## src/nba_map.vh

```
// register offsets, field positions, op codes and reset values
`ifndef NBA_MAP_VH
`define NBA_MAP_VH
`define NBA_ADR_ACC 4'h0
`define NBA_ADR_FLAGS 4'h4
`define NBA_ADR_CMD 4'h8
`define NBA_ADR_STATUS 4'hC
`define NBA_FLD_CF 0
`define NBA_FLD_ZF 1
`define NBA_FLD_SF 2
`define NBA_FLD_GF 3
`define NBA_CMD_CODE_LSB 0
`define NBA_CMD_DATA_LSB 4
`define NBA_RST_ACC 4'h0
`define NBA_RST_SF 1'b1
`define NBA_OP_STORE 4'h0
`define NBA_OP_LOAD 4'h1
`define NBA_OP_ADD 4'h2
`define NBA_OP_ADD_WITH_CARRY_OP 4'h3
`define NBA_OP_REVERSE_SUBTRACT_WITH_CARRY_OP 4'h4
`define NBA_OP_COMPARE_OP 4'h5
`define NBA_OP_AND 4'h6
`define NBA_OP_OR 4'h7
`define NBA_OP_XOR 4'h8
`define NBA_OP_ROTATE_LEFT_THROUGH_CARRY_OP 4'h9
`define NBA_OP_ROTATE_RIGHT_THROUGH_CARRY_OP 4'hA
`define NBA_OP_TEST_AND_PRESET_OP 4'hB
`define NBA_OP_TESTCF 4'hC
`define NBA_OP_GFSET 4'hD
`define NBA_OP_GFCLR 4'hE
`define NBA_OP_GFTEST 4'hF
`define NBA_ALU_ADD 3'h0
`define NBA_ALU_RSUB 3'h1
`define NBA_ALU_ROL 3'h2
`define NBA_ALU_ROR 3'h3
`define NBA_ALU_AND 3'h4
`define NBA_ALU_OR 3'h5
`define NBA_ALU_XOR 3'h6
`define NBA_ALU_PASS 3'h7
`endif

```

## src/nba_core.v

```verilog
// nibble alu core: accumulator, flags, op port and wishbone registers
//
// The address map and the Wishbone interface to the registers were chosen for this implementation.
`timescale 1ns/1ps
`include "nba_map.vh"
module nba_core #(
    parameter WIDTH = 4
) (
    input wire clk_i,
    input wire rst_i,
    input wire wb_cyc_i,
    input wire wb_stb_i,
    input wire wb_we_i,
    input wire [3:0] wb_adr_i,
    input wire [3:0] wb_sel_i,
    input wire [31:0] wb_dat_i,
    output reg [31:0] wb_dat_o,
    output reg wb_ack_o,
    input wire op_valid_i,
    input wire [3:0] op_code_i,
    input wire [WIDTH-1:0] op_data_i,
    output wire op_ready_o,
    input wire irq_accept_i,
    input wire interrupt_return_op_i,
    input wire [3:0] restore_flags_i,
    output reg [3:0] saved_flags_o,
    output reg saved_valid_o,
    input wire branch_i,
    output reg branch_taken_o,
    output reg [WIDTH-1:0] store_data_o,
    output reg store_zero_o,
    output reg store_valid_o,
    output wire [WIDTH-1:0] acc_o,
    output wire [3:0] flags_o
);
    reg [WIDTH-1:0] acc;
    reg carry_flag;
    reg zero_flag;
    reg branch_condition_flag;
    reg general_flag;
    reg [WIDTH-1:0] last_result;
    reg last_carry;
    reg last_zero;
    reg [WIDTH-1:0] next_acc;
    reg next_carry_flag;
    reg next_zero_flag;
    reg next_branch_condition_flag;
    reg next_general_flag;
    reg [2:0] alu_mode;
    reg [3:0] ex_code;
    reg [WIDTH-1:0] ex_data;
    reg ex_valid;
    wire bus_req;
    wire bus_wr;
    wire cmd_wr;
    wire acc_wr;
    wire flags_wr;
    wire [WIDTH-1:0] alu_result;
    wire alu_carry;
    wire alu_zero;
    wire acc_zero;
    wire [WIDTH-1:0] cmd_data;
    wire [3:0] cmd_code;
    wire [3:0] reg_sel;
    wire store_take;
    reg alu_cin;

    localparam SEL_ACC = 0;
    localparam SEL_FLAGS = 1;
    localparam SEL_CMD = 2;
    localparam SEL_STATUS = 3;

    // one-hot register decode, shared by write strobes and read mux
    function [3:0] reg_decode;
        input [3:0] adr;
        begin
            reg_decode = 4'b0000;
            if (adr == `NBA_ADR_ACC) begin
                reg_decode[SEL_ACC] = 1'b1;
            end else if (adr == `NBA_ADR_FLAGS) begin
                reg_decode[SEL_FLAGS] = 1'b1;
            end else if (adr == `NBA_ADR_CMD) begin
                reg_decode[SEL_CMD] = 1'b1;
            end else if (adr == `NBA_ADR_STATUS) begin
                reg_decode[SEL_STATUS] = 1'b1;
            end
        end
    endfunction

    assign reg_sel = reg_decode(wb_adr_i);
    assign bus_req = wb_cyc_i & wb_stb_i & ~wb_ack_o;
    assign bus_wr = bus_req & wb_we_i & wb_sel_i[0];
    assign cmd_wr = bus_wr & reg_sel[SEL_CMD];
    assign acc_wr = bus_wr & reg_sel[SEL_ACC];
    assign flags_wr = bus_wr & reg_sel[SEL_FLAGS];
    assign store_take = ex_valid & (ex_code == `NBA_OP_STORE);
    assign cmd_code = wb_dat_i[`NBA_CMD_CODE_LSB +: 4];
    assign cmd_data = wb_dat_i[`NBA_CMD_DATA_LSB +: WIDTH];
    // bus command, interrupt and return steal the op port for a cycle
    assign op_ready_o = ~(cmd_wr | irq_accept_i | interrupt_return_op_i);
    assign acc_o = acc;
    assign flags_o = {general_flag, branch_condition_flag, zero_flag,
        carry_flag};

    // pick the operation for this cycle
    always @* begin
        ex_valid = 1'b0;
        ex_code = `NBA_OP_STORE;
        ex_data = {WIDTH{1'b0}};
        if (cmd_wr & ~irq_accept_i & ~interrupt_return_op_i) begin
            ex_valid = 1'b1;
            ex_code = cmd_code;
            ex_data = cmd_data;
        end else if (op_valid_i & op_ready_o) begin
            ex_valid = 1'b1;
            ex_code = op_code_i;
            ex_data = op_data_i;
        end
    end

    always @* begin
        case (ex_code)
            `NBA_OP_ADD: alu_mode = `NBA_ALU_ADD;
            `NBA_OP_ADD_WITH_CARRY_OP: alu_mode = `NBA_ALU_ADD;
            `NBA_OP_REVERSE_SUBTRACT_WITH_CARRY_OP: alu_mode = `NBA_ALU_RSUB;
            `NBA_OP_COMPARE_OP: alu_mode = `NBA_ALU_RSUB;
            `NBA_OP_AND: alu_mode = `NBA_ALU_AND;
            `NBA_OP_OR: alu_mode = `NBA_ALU_OR;
            `NBA_OP_XOR: alu_mode = `NBA_ALU_XOR;
            `NBA_OP_ROTATE_LEFT_THROUGH_CARRY_OP: alu_mode = `NBA_ALU_ROL;
            `NBA_OP_ROTATE_RIGHT_THROUGH_CARRY_OP: alu_mode = `NBA_ALU_ROR;
            default: alu_mode = `NBA_ALU_PASS;
        endcase
    end

    // carry in: carry flag for carry ops, one for plain compare
    always @* begin
        case (ex_code)
            `NBA_OP_ADD: alu_cin = 1'b0;
            `NBA_OP_COMPARE_OP: alu_cin = 1'b1;
            default: alu_cin = carry_flag;
        endcase
    end

    nba_alu #(.WIDTH(WIDTH)) u_alu (
        .a_i(acc),
        .b_i(ex_data),
        .cin_i(alu_cin),
        .mode_i(alu_mode),
        .result_o(alu_result),
        .carry_o(alu_carry),
        .zero_o(alu_zero)
    );

    nba_zero #(.WIDTH(WIDTH)) u_store_zero (
        .value_i(acc),
        .zero_o(acc_zero)
    );

    // next state of accumulator and flags
    always @* begin
        next_acc = acc;
        next_carry_flag = carry_flag;
        next_zero_flag = zero_flag;
        next_branch_condition_flag = branch_condition_flag;
        next_general_flag = general_flag;
        if (interrupt_return_op_i) begin
            next_carry_flag = restore_flags_i[`NBA_FLD_CF];
            next_zero_flag = restore_flags_i[`NBA_FLD_ZF];
            next_branch_condition_flag = restore_flags_i[`NBA_FLD_SF];
            next_general_flag = restore_flags_i[`NBA_FLD_GF];
        end else if (ex_valid) begin
            next_branch_condition_flag = 1'b1;
            case (ex_code)
                `NBA_OP_STORE: begin
                    next_branch_condition_flag = 1'b1;
                end
                `NBA_OP_LOAD: begin
                    next_acc = alu_result;
                    next_zero_flag = alu_zero;
                end
                `NBA_OP_ADD: begin
                    next_acc = alu_result;
                    next_zero_flag = alu_zero;
                    next_branch_condition_flag = ~alu_carry;
                end
                `NBA_OP_ADD_WITH_CARRY_OP: begin
                    next_acc = alu_result;
                    next_carry_flag = alu_carry;
                    next_zero_flag = alu_zero;
                    next_branch_condition_flag = ~alu_carry;
                end
                `NBA_OP_REVERSE_SUBTRACT_WITH_CARRY_OP: begin
                    next_acc = alu_result;
                    next_carry_flag = alu_carry;
                    next_zero_flag = alu_zero;
                    next_branch_condition_flag = alu_carry;
                end
                `NBA_OP_COMPARE_OP: begin
                    next_carry_flag = alu_carry;
                    next_zero_flag = alu_zero;
                    next_branch_condition_flag = ~alu_zero;
                end
                `NBA_OP_AND, `NBA_OP_OR, `NBA_OP_XOR: begin
                    next_acc = alu_result;
                    next_zero_flag = alu_zero;
                end
                `NBA_OP_ROTATE_LEFT_THROUGH_CARRY_OP, `NBA_OP_ROTATE_RIGHT_THROUGH_CARRY_OP: begin
                    next_acc = alu_result;
                    next_carry_flag = alu_carry;
                    next_zero_flag = alu_zero;
                    next_branch_condition_flag = ~alu_carry;
                end
                `NBA_OP_TEST_AND_PRESET_OP: begin
                    next_branch_condition_flag = carry_flag;
                    next_carry_flag = 1'b1;
                end
                `NBA_OP_TESTCF: begin
                    next_branch_condition_flag = ~carry_flag;
                    next_carry_flag = 1'b0;
                end
                `NBA_OP_GFSET: next_general_flag = 1'b1;
                `NBA_OP_GFCLR: next_general_flag = 1'b0;
                default: begin
                    next_branch_condition_flag = ~general_flag;
                end
            endcase
        end else if (acc_wr) begin
            next_acc = wb_dat_i[WIDTH-1:0];
        end else if (flags_wr) begin
            next_carry_flag = wb_dat_i[`NBA_FLD_CF];
            next_zero_flag = wb_dat_i[`NBA_FLD_ZF];
            next_branch_condition_flag = wb_dat_i[`NBA_FLD_SF];
            next_general_flag = wb_dat_i[`NBA_FLD_GF];
        end
    end

    // flags other than branch condition carry no reset and hold through it
    always @(posedge clk_i) begin
        if (!rst_i) begin
            carry_flag <= next_carry_flag;
            zero_flag <= next_zero_flag;
            general_flag <= next_general_flag;
        end
    end

    always @(posedge clk_i) begin
        if (rst_i) begin
            branch_condition_flag <= `NBA_RST_SF;
            acc <= `NBA_RST_ACC;
        end else begin
            branch_condition_flag <= next_branch_condition_flag;
            acc <= next_acc;
        end
    end

    // flag snapshot for the stack on interrupt accept
    always @(posedge clk_i) begin
        if (rst_i) begin
            saved_flags_o <= 4'h0;
            saved_valid_o <= 1'b0;
        end else begin
            saved_valid_o <= irq_accept_i & ~interrupt_return_op_i;
            if (irq_accept_i & ~interrupt_return_op_i) begin
                saved_flags_o <= flags_o;
            end
        end
    end

    // branch decided on the flag value before this cycle's op
    always @(posedge clk_i) begin
        if (rst_i) begin
            branch_taken_o <= 1'b0;
        end else begin
            branch_taken_o <= branch_i & branch_condition_flag;
        end
    end

    // accumulator copy and its zero test for a store
    always @(posedge clk_i) begin
        if (rst_i) begin
            store_data_o <= {WIDTH{1'b0}};
            store_zero_o <= 1'b0;
            store_valid_o <= 1'b0;
        end else begin
            store_valid_o <= store_take;
            if (store_take) begin
                store_data_o <= acc;
                store_zero_o <= acc_zero;
            end
        end
    end

    // last alu outcome for the status register
    always @(posedge clk_i) begin
        if (rst_i) begin
            last_result <= {WIDTH{1'b0}};
            last_carry <= 1'b0;
            last_zero <= 1'b0;
        end else if (ex_valid & ~interrupt_return_op_i) begin
            last_result <= alu_result;
            last_carry <= alu_carry;
            last_zero <= alu_zero;
        end
    end

    // wishbone slave, one wait cycle, unmapped reads zero
    always @(posedge clk_i) begin
        if (rst_i) begin
            wb_ack_o <= 1'b0;
            wb_dat_o <= 32'h0000_0000;
        end else begin
            wb_ack_o <= bus_req;
            wb_dat_o <= 32'h0000_0000;
            if (bus_req & ~wb_we_i) begin
                if (reg_sel[SEL_ACC]) begin
                    wb_dat_o[WIDTH-1:0] <= acc;
                end else if (reg_sel[SEL_FLAGS]) begin
                    wb_dat_o[3:0] <= flags_o;
                end else if (reg_sel[SEL_STATUS]) begin
                    wb_dat_o[WIDTH+1:0] <= {last_zero, last_carry,
                        last_result};
                end
            end
        end
    end
endmodule // nba_core

```

## src/nba_zero.v

```verilog
// zero detect for one nibble
`timescale 1ns/1ps
module nba_zero #(
    parameter WIDTH = 4
) (
    input wire [WIDTH-1:0] value_i,
    output wire zero_o
);
    assign zero_o = ~|value_i;
endmodule // nba_zero

```

## src/nba_alu.v

```verilog
// combinational nibble alu with carry and zero indications
`timescale 1ns/1ps
`include "nba_map.vh"
module nba_alu #(
    parameter WIDTH = 4
) (
    input wire [WIDTH-1:0] a_i,
    input wire [WIDTH-1:0] b_i,
    input wire cin_i,
    input wire [2:0] mode_i,
    output reg [WIDTH-1:0] result_o,
    output reg carry_o,
    output wire zero_o
);
    wire [WIDTH:0] add_sum;
    wire [WIDTH:0] rsub_sum;
    assign add_sum = {1'b0, a_i} + {1'b0, b_i} + {{WIDTH{1'b0}}, cin_i};
    // b minus a as b plus inverted a plus carry
    assign rsub_sum = {1'b0, b_i} + {1'b0, ~a_i} + {{WIDTH{1'b0}}, cin_i};
    always @* begin
        result_o = a_i;
        carry_o = cin_i;
        case (mode_i)
            `NBA_ALU_ADD: begin
                {carry_o, result_o} = add_sum;
            end
            `NBA_ALU_RSUB: begin
                {carry_o, result_o} = rsub_sum;
            end
            `NBA_ALU_ROL: begin
                result_o = {a_i[WIDTH-2:0], cin_i};
                carry_o = a_i[WIDTH-1];
            end
            `NBA_ALU_ROR: begin
                result_o = {cin_i, a_i[WIDTH-1:1]};
                carry_o = a_i[0];
            end
            `NBA_ALU_AND: result_o = a_i & b_i;
            `NBA_ALU_OR: result_o = a_i | b_i;
            `NBA_ALU_XOR: result_o = a_i ^ b_i;
            default: result_o = b_i;
        endcase
    end
    nba_zero #(.WIDTH(WIDTH)) u_zero (
        .value_i(result_o),
        .zero_o(zero_o)
    );
endmodule // nba_alu

```

## config.mk

```make
export PLATFORM = sky130hd
export DESIGN_NAME = nba_core
export DESIGN_NICKNAME = d
export VERILOG_FILES = /design/src/nba_core.v /design/src/nba_zero.v /design/src/nba_alu.v
export VERILOG_INCLUDE_DIRS = /design/src
export SDC_FILE = /design/constraint.sdc
export NUM_CORES = 1
export LEC_CHECK = 0
export ABC_AREA = 1
export BUFFER_PORTS_ARGS = -buffer_cell sky130_fd_sc_hd__buf_2
export CAP_MARGIN = 15
export CORE_UTILIZATION = 46
export CTS_BUF_LIST = sky130_fd_sc_hd__clkbuf_2 sky130_fd_sc_hd__clkbuf_4 sky130_fd_sc_hd__clkbuf_8
export DETAILED_ROUTE_END_ITERATION = 7
export MAX_ROUTING_LAYER = met4
export PLACE_DENSITY = 0.9
export RECOVER_POWER = 100
export SETUP_SLACK_MARGIN = 0.05
export SYNTH_ARGS = -nofsm -noshare
export SYNTH_HDL_FRONTEND = slang
export SYNTH_HIERARCHICAL = 1
export SYNTH_SLANG_ARGS = --single-unit
```

## constraint.sdc

```tcl
create_clock -name clk_i -period 3.4 [get_ports clk_i]
set_input_delay 0.17 -clock clk_i [delete_from_list [all_inputs] [get_ports clk_i]]
set_output_delay 0.17 -clock clk_i [all_outputs]
set_load 0.05 [all_outputs]
```

==> Yosys cells after proc, flatten, opt, wreduce, memory -nomap -nowiden <==
Memory sizes are Yosys's and may differ from the RTL's.
Cells that the tools add are included.
{ "totals": {"reg_bits": 59, "latchBits": 0, "ramBits": 0, "romBits": 48, "in_bits": 61, "output_inout_bits": 54, "mem_count": 1} }
{ "classes": {"addsub": 4, "n_mul": 0, "n_div": 0, "n_lt_le_gt_ge": 0, "n_eq_ne": 28, "shift": 0, "n_mux": 42, "bitwise_logic": 32, "reduce_logical": 21} }
{ "mem_list": {"columns": ["name", "depth", "word_bits", "read_ports", "rd_clocked_by_memory_dff", "wr", "line_no", "rtl"], "rows": [
  ["(no name shown)", 16, 3, 1, 0, 0, "nba_core.v:122", "case (ex_code)"]
]} }
{ "op_table": {"columns": ["op", "n"], "rows": [
  ["$eq A4 B4 Y1 const B", 9],
  ["$mux W4", 9],
  ["$pmux W4 S7", 1],
  ["$mux W1", 24],
  ["$eq A4 B3 Y1 const B", 5],
  ["$and A1 B1 Y1", 15],
  ["$reduce_and A4 Y1", 3],
  ["$reduce_or A4 Y1", 3],
  ["$not A1 Y1", 11],
  ["$add A4 B4 Y5", 2],
  ["$add A5 B1 Y5", 2],
  ["$reduce_or A10 Y1", 1],
  ["$reduce_or A5 Y1", 2],
  ["$eq A3 B3 Y1 const B", 3],
  ["$reduce_or A9 Y1", 1],
  ["$eq A4 B2 Y1 const B", 2],
  ["$logic_not A4 Y1", 2],
  ["$reduce_or A7 Y1", 1],
  ["$eq A3 B2 Y1 const B", 2],
  ["$mux W6", 1],
  ["$ne A3 B3 Y1 const B", 2],
  ["$pmux W1 S6", 1],
  ["$ne A5 B3 Y1 const B", 1],
  ["$and A4 B4 Y4", 1],
  ["20 further kinds", 23]
]} }

==> Depth between registers and ports, before layout <==
{ "depth": {"ltp_word": 21, "ltp_mapped": 31, "ltp_nobuf": 31} }

==> Cells and area by module <==
Netlist, hierarchy kept.
{ "by_module_without_submodules": {"columns": ["module", "instances", "cells_each", "area_per_inst_um2", "seq_area_each_um2"], "rows": [
  ["nba_core", 1, 316, 2215.9, 690.7],
  ["nba_alu", 1, 116, 694.4, 0.0],
  ["nba_zero", 2, 7, 26.3, 0.0]
]} }

==> Least setup slack after synthesis <==
OpenSTA, ideal clock, no wires.
{ "synth_path": {"path_type": "register to register", "start": "reg wb_ack_o", "end": "reg branch_condition_flag", "setup_time_ns": 0.112, "t_arrival_ns": 4.462, "slack_ns": -1.174, "path_stages_with_launch": 24, "cell_sequence": "dfxtp_1 -> nor2_1 -> nand2_1 -> nor2_1 -> nor3_1 -> a32o_1 -> inv_1 -> fa_1 -> fa_1 -> nor3_1 -> nor3b_2 -> nand3_1 -> inv_1 -> nand2_1 -> nor2_1 -> inv_1 -> nand4_1 -> nand2_1 -> inv_1 -> nand3_1 -> o21bai_1 -> nand2_1 -> nand2_1 -> nand2_1"} }
{ "synth_between": {"elab_cells_between_ends": 62} }
{ "synth_rtl": {"columns": ["element", "line_no", "rtl"], "rows": [
  ["from (decl)", "nba_core.v:18", "output reg wb_ack_o,"],
  ["from (signal assigned)", "nba_core.v:313", "wb_ack_o <= bus_req;"],
  ["$not A1 Y1 (*)", "nba_core.v:91", "assign bus_req = wb_cyc_i & wb_stb_i & ~wb_ack_o;"],
  ["$and A1 B1 Y1 (*)", "nba_core.v:91", null],
  ["$and A1 B1 Y1 (*) (2 in series)", "nba_core.v:92", "assign bus_wr = bus_req & wb_we_i & wb_sel_i[0];"],
  ["$and A1 B1 Y1 (*)", "nba_core.v:93", "assign cmd_wr = bus_wr & reg_sel[SEL_CMD];"],
  ["$or A1 B1 Y1 (*) (2 in series)", "nba_core.v:100", "assign op_ready_o = ~(cmd_wr | irq_accept_i | interrupt_return_op_i);"],
  ["$not A1 Y1 (*)", "nba_core.v:100", null],
  ["net op_ready_o", "nba_core.v:22", "output wire op_ready_o,"],
  ["$and A1 B1 Y1 (*)", "nba_core.v:114", "end else if (op_valid_i & op_ready_o) begin"],
  ["[2 not listed]", null, null],
  ["net ex_data[0]", "nba_core.v:51", "reg [WIDTH-1:0] ex_data;"],
  ["$add A4 B4 Y5 (on tied branches)", "nba_alu.v:19, nba_alu.v:17", null],
  ["$add A5 B1 Y5 (on tied branches)", "nba_alu.v:19, nba_alu.v:17", null],
  ["$pmux W4 S7 (*)", "nba_alu.v:23", "case (mode_i)"],
  ["net alu_result[1]", "nba_core.v:58", "wire [WIDTH-1:0] alu_result;"],
  ["$reduce_or A4 Y1 (*)", "nba_zero.v:9", "assign zero_o = ~|value_i;"],
  ["$pmux W1 S6 (*)", "nba_core.v:174", "case (ex_code)"],
  ["$mux W1 (*)", "nba_core.v:172", "end else if (ex_valid) begin"],
  ["$mux W1 (*)", "nba_core.v:167", "if (interrupt_return_op_i) begin"],
  ["to (signal assigned)", "nba_core.v:249", "branch_condition_flag <= `NBA_RST_SF;"],
  ["to (signal assigned)", "nba_core.v:252", "branch_condition_flag <= next_branch_condition_flag;"],
  ["to (decl)", "nba_core.v:39", "reg branch_condition_flag;"]
]} }
The timed path passes the listed nets; every way through them passes the cells marked *.
A chain may end at the register's enable or synchronous reset.

==> Worst setup path after layout <==
{ "layout_path": {"start": "reg wb_ack_o", "end": "reg branch_condition_flag"} }
{ "layout_between": {"elab_chain_cells": 19, "elab_cells_between_ends": 62} }
{ "layout_rtl": {"columns": ["element", "line_no", "rtl"], "rows": [
  ["$not A1 Y1 (*)", "nba_core.v:91", null],
  ["$and A1 B1 Y1 (*)", "nba_core.v:91", null],
  ["$and A1 B1 Y1 (*) (2 in series)", "nba_core.v:92", null],
  ["$and A1 B1 Y1 (*)", "nba_core.v:93", null],
  ["$or A1 B1 Y1 (2 in series)", "nba_core.v:100", null],
  ["$not A1 Y1", "nba_core.v:100", null],
  ["$and A1 B1 Y1", "nba_core.v:114", null],
  ["$mux W4", "nba_core.v:114", null],
  ["[3 not listed]", null, null],
  ["net alu_cin", "nba_core.v:66", "reg alu_cin;"],
  ["$add A5 B1 Y5 (on tied branches)", "nba_alu.v:19, nba_alu.v:17", null],
  ["$pmux W4 S7 (*)", "nba_alu.v:23", null],
  ["net alu_result[2]", "nba_core.v:58", null],
  ["$reduce_or A4 Y1 (*)", "nba_zero.v:9", null],
  ["$pmux W1 S6 (*)", "nba_core.v:174", null],
  ["$mux W1 (*)", "nba_core.v:172", null],
  ["$mux W1 (*)", "nba_core.v:167", null]
]} }
Marks and branches as above.

==> report_table.html <==
<table>
<tr><th>Metric</th><th>Value</th></tr>
<tr><th colspan="2">Run status</th></tr>
<tr><td>Result of the run</td><td>finished, violations left</td></tr>
<tr><td>Violated checks</td><td>negative setup slack</td></tr>
<tr><th colspan="2">Synth</th></tr>
<tr><td>Post-synth cell types</td><td>40</td></tr>
<tr><td>Syn Inst Count</td><td>446</td></tr>
<tr><td>Number of synthesis warnings</td><td>6</td></tr>
<tr><td>Leading post-synthesis cells by cell area</td><td>dfxtp_1 (20%), nand2_1 (11%), inv_1 (8.6%)</td></tr>
<tr><td>Mapped cell area</td><td>2960 sq um</td></tr>
<tr><td>Flops &amp; latches, synth</td><td>33</td></tr>
<tr><td>Synth Area per Inst</td><td>6.64 sq um</td></tr>
<tr><td>Top cell type's share of synthesized area</td><td>20.3%</td></tr>
<tr><td>Cell accounting for the most synthesized area</td><td>dfxtp_1</td></tr>
<tr><td>Share of the yosys chip area belonging to registers</td><td>23.3%</td></tr>
<tr><th colspan="2">Critical path</th></tr>
<tr><td>Top cell family by delay on the critical path</td><td>simple AND/OR/NAND/NOR gates</td></tr>
<tr><td>Peak fanout along the critical path</td><td>3</td></tr>
<tr><td>Largest stage delay on the critical path</td><td>0.39 ns</td></tr>
<tr><td>Worst path arrival time</td><td>4.06 ns</td></tr>
<tr><td>Library cell appearing most often on the critical path</td><td>nand2_1</td></tr>
<tr><td>Startpoint type of the worst setup path</td><td>flip-flop</td></tr>
<tr><td>Crit-path slowest cell</td><td>fa_2</td></tr>
<tr><td>Class of the most critical setup path</td><td>flip-flop to flip-flop</td></tr>
<tr><td>Required time at the worst-slack endpoint</td><td>3.59 ns</td></tr>
<tr><td>Count of buffering cells on the critical path with inverters included</td><td>7</td></tr>
<tr><td>Nature of the critical path endpoint</td><td>flip-flop</td></tr>
<tr><th colspan="2">Routing</th></tr>
<tr><td>Violation count after the first detailed-routing iteration</td><td>288</td></tr>
<tr><td>Final routed wire length divided by cell count</td><td>15.0 um</td></tr>
<tr><td>DRC violations left</td><td>0</td></tr>
<tr><td>Total via count in the routed design</td><td>3465</td></tr>
<tr><td>Drt total wl</td><td>9670 um</td></tr>
<tr><td>Vias/cell</td><td>5.36</td></tr>
<tr><td>Remaining antenna violation count</td><td>0</td></tr>
<tr><td>Pre-antenna DRT Iters</td><td>5</td></tr>
<tr><th colspan="2">Timing</th></tr>
<tr><td>Pin slew with the least headroom to its limit</td><td>0.580 ns</td></tr>
<tr><td>Highest clock frequency the design can meet</td><td>0.258 GHz</td></tr>
<tr><td>Worst-case setup margin in the final layout</td><td>-0.474 ns</td></tr>
<tr><td>Final slew viol count</td><td>0</td></tr>
<tr><td>Worst Skew</td><td>0.00270 ns</td></tr>
<tr><td>RSZ-0062 raised after global routing</td><td>true</td></tr>
<tr><td>Period utilization</td><td>114%</td></tr>
<tr><td>Hold Fails Final Rpt</td><td>0</td></tr>
<tr><td>Number of setup violations in the final report</td><td>8</td></tr>
<tr><td>Hold slack</td><td>0.0950 ns</td></tr>
<tr><td>Normalized max-slew margin</td><td>61.1%</td></tr>
<tr><td>Final worst path period need</td><td>3.87 ns</td></tr>
<tr><th colspan="2">Clocking</th></tr>
<tr><td>Insertion delay of the later-clocked pin in the worst-skew pair</td><td>0.29 ns</td></tr>
<tr><td>Post-CTS clock slew at the launch and capture registers of the worst setup and hold paths</td><td>0.07 ns</td></tr>
<tr><td>Post-cts hold buffer count</td><td>0</td></tr>
<tr><td>Clock buffers created by TritonCTS</td><td>5</td></tr>
<tr><td>CTS HTree Levels</td><td>2</td></tr>
<tr><td>Longest Clk Path Bufs</td><td>2</td></tr>
<tr><td>Clk sink count</td><td>33</td></tr>
<tr><td>TritonCTS clock tree</td><td>done</td></tr>
<tr><td>Clock Tree Root</td><td>clkbuf_8</td></tr>
<tr><th colspan="2">Pwr</th></tr>
<tr><td>Power Density</td><td>301 nW/um^2</td></tr>
<tr><td>Leakage</td><td>2.07 nW</td></tr>
<tr><td>Overall power consumption</td><td>0.00124 W</td></tr>
<tr><td>Max IR drop VDD</td><td>0.415 mV</td></tr>
<tr><th colspan="2">Min path</th></tr>
<tr><td>Worst hold path type</td><td>input port to flip-flop</td></tr>
<tr><th colspan="2">Floorplanning</th></tr>
<tr><td>Die X-Extent</td><td>82.3 um</td></tr>
<tr><td>IO Count</td><td>115</td></tr>
<tr><td>Number of placement rows</td><td>28</td></tr>
<tr><td>Die height</td><td>82.3 um</td></tr>
<tr><td>Die footprint</td><td>6770 sq um</td></tr>
<tr><td>Effective utilization at floorplan</td><td>48.9%</td></tr>
<tr><td>CORE AREA</td><td>6060 sq um</td></tr>
<tr><th colspan="2">Finish</th></tr>
<tr><td>Filler cell count</td><td>475</td></tr>
<tr><td>Diode insertion count for antenna repair</td><td>0</td></tr>
<tr><td>Ratio of cells with drive above 1 in the final layout</td><td>39.4%</td></tr>
<tr><td>Area of all placed cells without fillers</td><td>4120 sq um</td></tr>
<tr><td>Number of nets in the final layout</td><td>653</td></tr>
<tr><td>Final non-filler cell total</td><td>646</td></tr>
<tr><td>Synth-to-layout area growth</td><td>39.1%</td></tr>
<tr><th colspan="2">Global routing</th></tr>
<tr><td>Initial antenna violation count</td><td>0</td></tr>
<tr><td>Global route overflow</td><td>0</td></tr>
<tr><td>Via count of the first global-routing pass</td><td>3202</td></tr>
<tr><td>First-pass GRT wire length</td><td>14200 um</td></tr>
<tr><td>Total track usage</td><td>28.4%</td></tr>
<tr><td>Largest net degree at the start of global routing</td><td>17</td></tr>
<tr><th colspan="2">Placed design</th></tr>
<tr><td>Number of port buffers</td><td>61</td></tr>
<tr><td>Placed wire-length estimate after detailed placement</td><td>6850 um</td></tr>
<tr><td>Post-Place Cell Area</td><td>3640 sq um</td></tr>
<tr><td>Weighted congestion reported at the end of routability-driven placement</td><td>0.976</td></tr>
<tr><td>Number of placed instances, taps included</td><td>619</td></tr>
<tr><th colspan="2">Job</th></tr>
<tr><td>Total of max-cap violations</td><td>0</td></tr>
</table>
==> what timing repair did <==
item	4_1_cts	5_1_grt
gates resized for setup	26	46
setup endpoints to repair	7	11
buffers inserted	12	16
pin swaps	16	23
==> cell usage in the layout, fill, tap and decap left out, drive strengths merged, types with 2 or more instances in the layout <==
cell type	n
a32o	4
o21ai	26
dfxtp	30
a211oi	2
nor2	54
ha	18
o2bb2ai	2
or2	3
conb	26
buf	131
nor3	8
o22ai	5
nand3	35
clkbuf	6
edfxtp	3
nand2	97
a31oi	3
nand4	8
fa	4
a21oi	20
o211ai	3
inv	74
==> per-stage QoR <==
step | util [%] | TNS [ns] | setup slack [ns]
after floorplan | - | -0.152 | -0.152
after global placement | 60.0 | -0.141 | -0.141
after detailed placement | 60.0 | -0.578 | -0.320
after CTS | 64.3 | -0.222 | -0.222
after global routing | 68.0 | -2.34 | -0.668
final | 68.0 | -1.50 | -0.474
==> per-layer routing <==
layer / routed length (um) / vias to the layer above / global-route usage, %
li1: - / 1617 / -
met1: 3620 / 1559 / 31.9
met2: 4740 / 223 / 47.4
met3: 757 / 66 / 3.85
met4: 554 / 0 / 17.9
met5: 0 / - / -
==> where the power goes <==
group          total (W)  switching (W)  internal, W
logic           0.000432       0.000294     0.000139
registers       0.000421      0.0000121     0.000408
clock network   0.000389       0.000151     0.000238
==> tightest hold or removal path: stages <==
cell     delay, ns
buf_2         0.07
nand2_1       0.04
nor2_1        0.06
==> Yosys cell counts (all sizes together) <==
cell	number
o21ai	26
dfxtp	30
o211ai	3
o31ai	1
or2	3
o2bb2ai	2
conb	1
nor2	54
a21oi	20
clkinv	1
clkbuf	4
a211oi	2
nand3	35
inv	74
fa	4
nand4	8
xnor2	1
ha	18
a22oi	1
nor3	8
a32o	4
buf	35
o21bai	1
nand2	97
edfxtp	3
nor3b	1
o22ai	5
a31oi	3
o221ai	1
==> sequential cells by signal (all words and copies together), names as in the netlist <==
name and count:
branch_condition_flag 1, last_carry 1, wb_ack_o 1, general_flag 1, branch_taken_o 1, acc_o 4, store_zero_o 1, store_data_o 4
last_result 4, saved_flags_o 4, last_zero 1, store_valid_o 1, wb_dat_o 6, saved_valid_o 1, zero_flag 1, carry_flag 1
==> final cells by class <==
type	instances	area (sq um)	area share, %
well taps	75	93.8	2.28
repair buffers	131	861	20.9
clock inverters	2	37.5	0.911
multi-input cells	324	2060	49.9
flip-flops and latches	33	694	16.8
inverters	75	297	7.19
clock buffers	6	82.6	2.00
==> final timing paths <==
kind / cells past startpoint / start / endpoint / slack [ns]
setup / recovery: 29 / wb_ack_o / branch_condition_flag / -0.47
hold / removal: 3 / branch_i / branch_taken_o / 0.09
setup reg to reg: 29 / wb_ack_o / branch_condition_flag / -0.47
hold reg to reg: 2 / last_zero / wb_dat_o[5] / 0.44
==> cell families after synthesis <==
logic type,count (synthesis),share of synthesized area [%]
DFF,33,23.3
adders and majority gates,22,10.3
other,1,0.127
buffers and inverters,114,19.2
and+or+nand+nor,206,33.0
xor gates and xnor gates,1,0.296
AOI/OAI and AO/OA,69,13.7
Note: power is estimated with default switching activity, not from simulation.
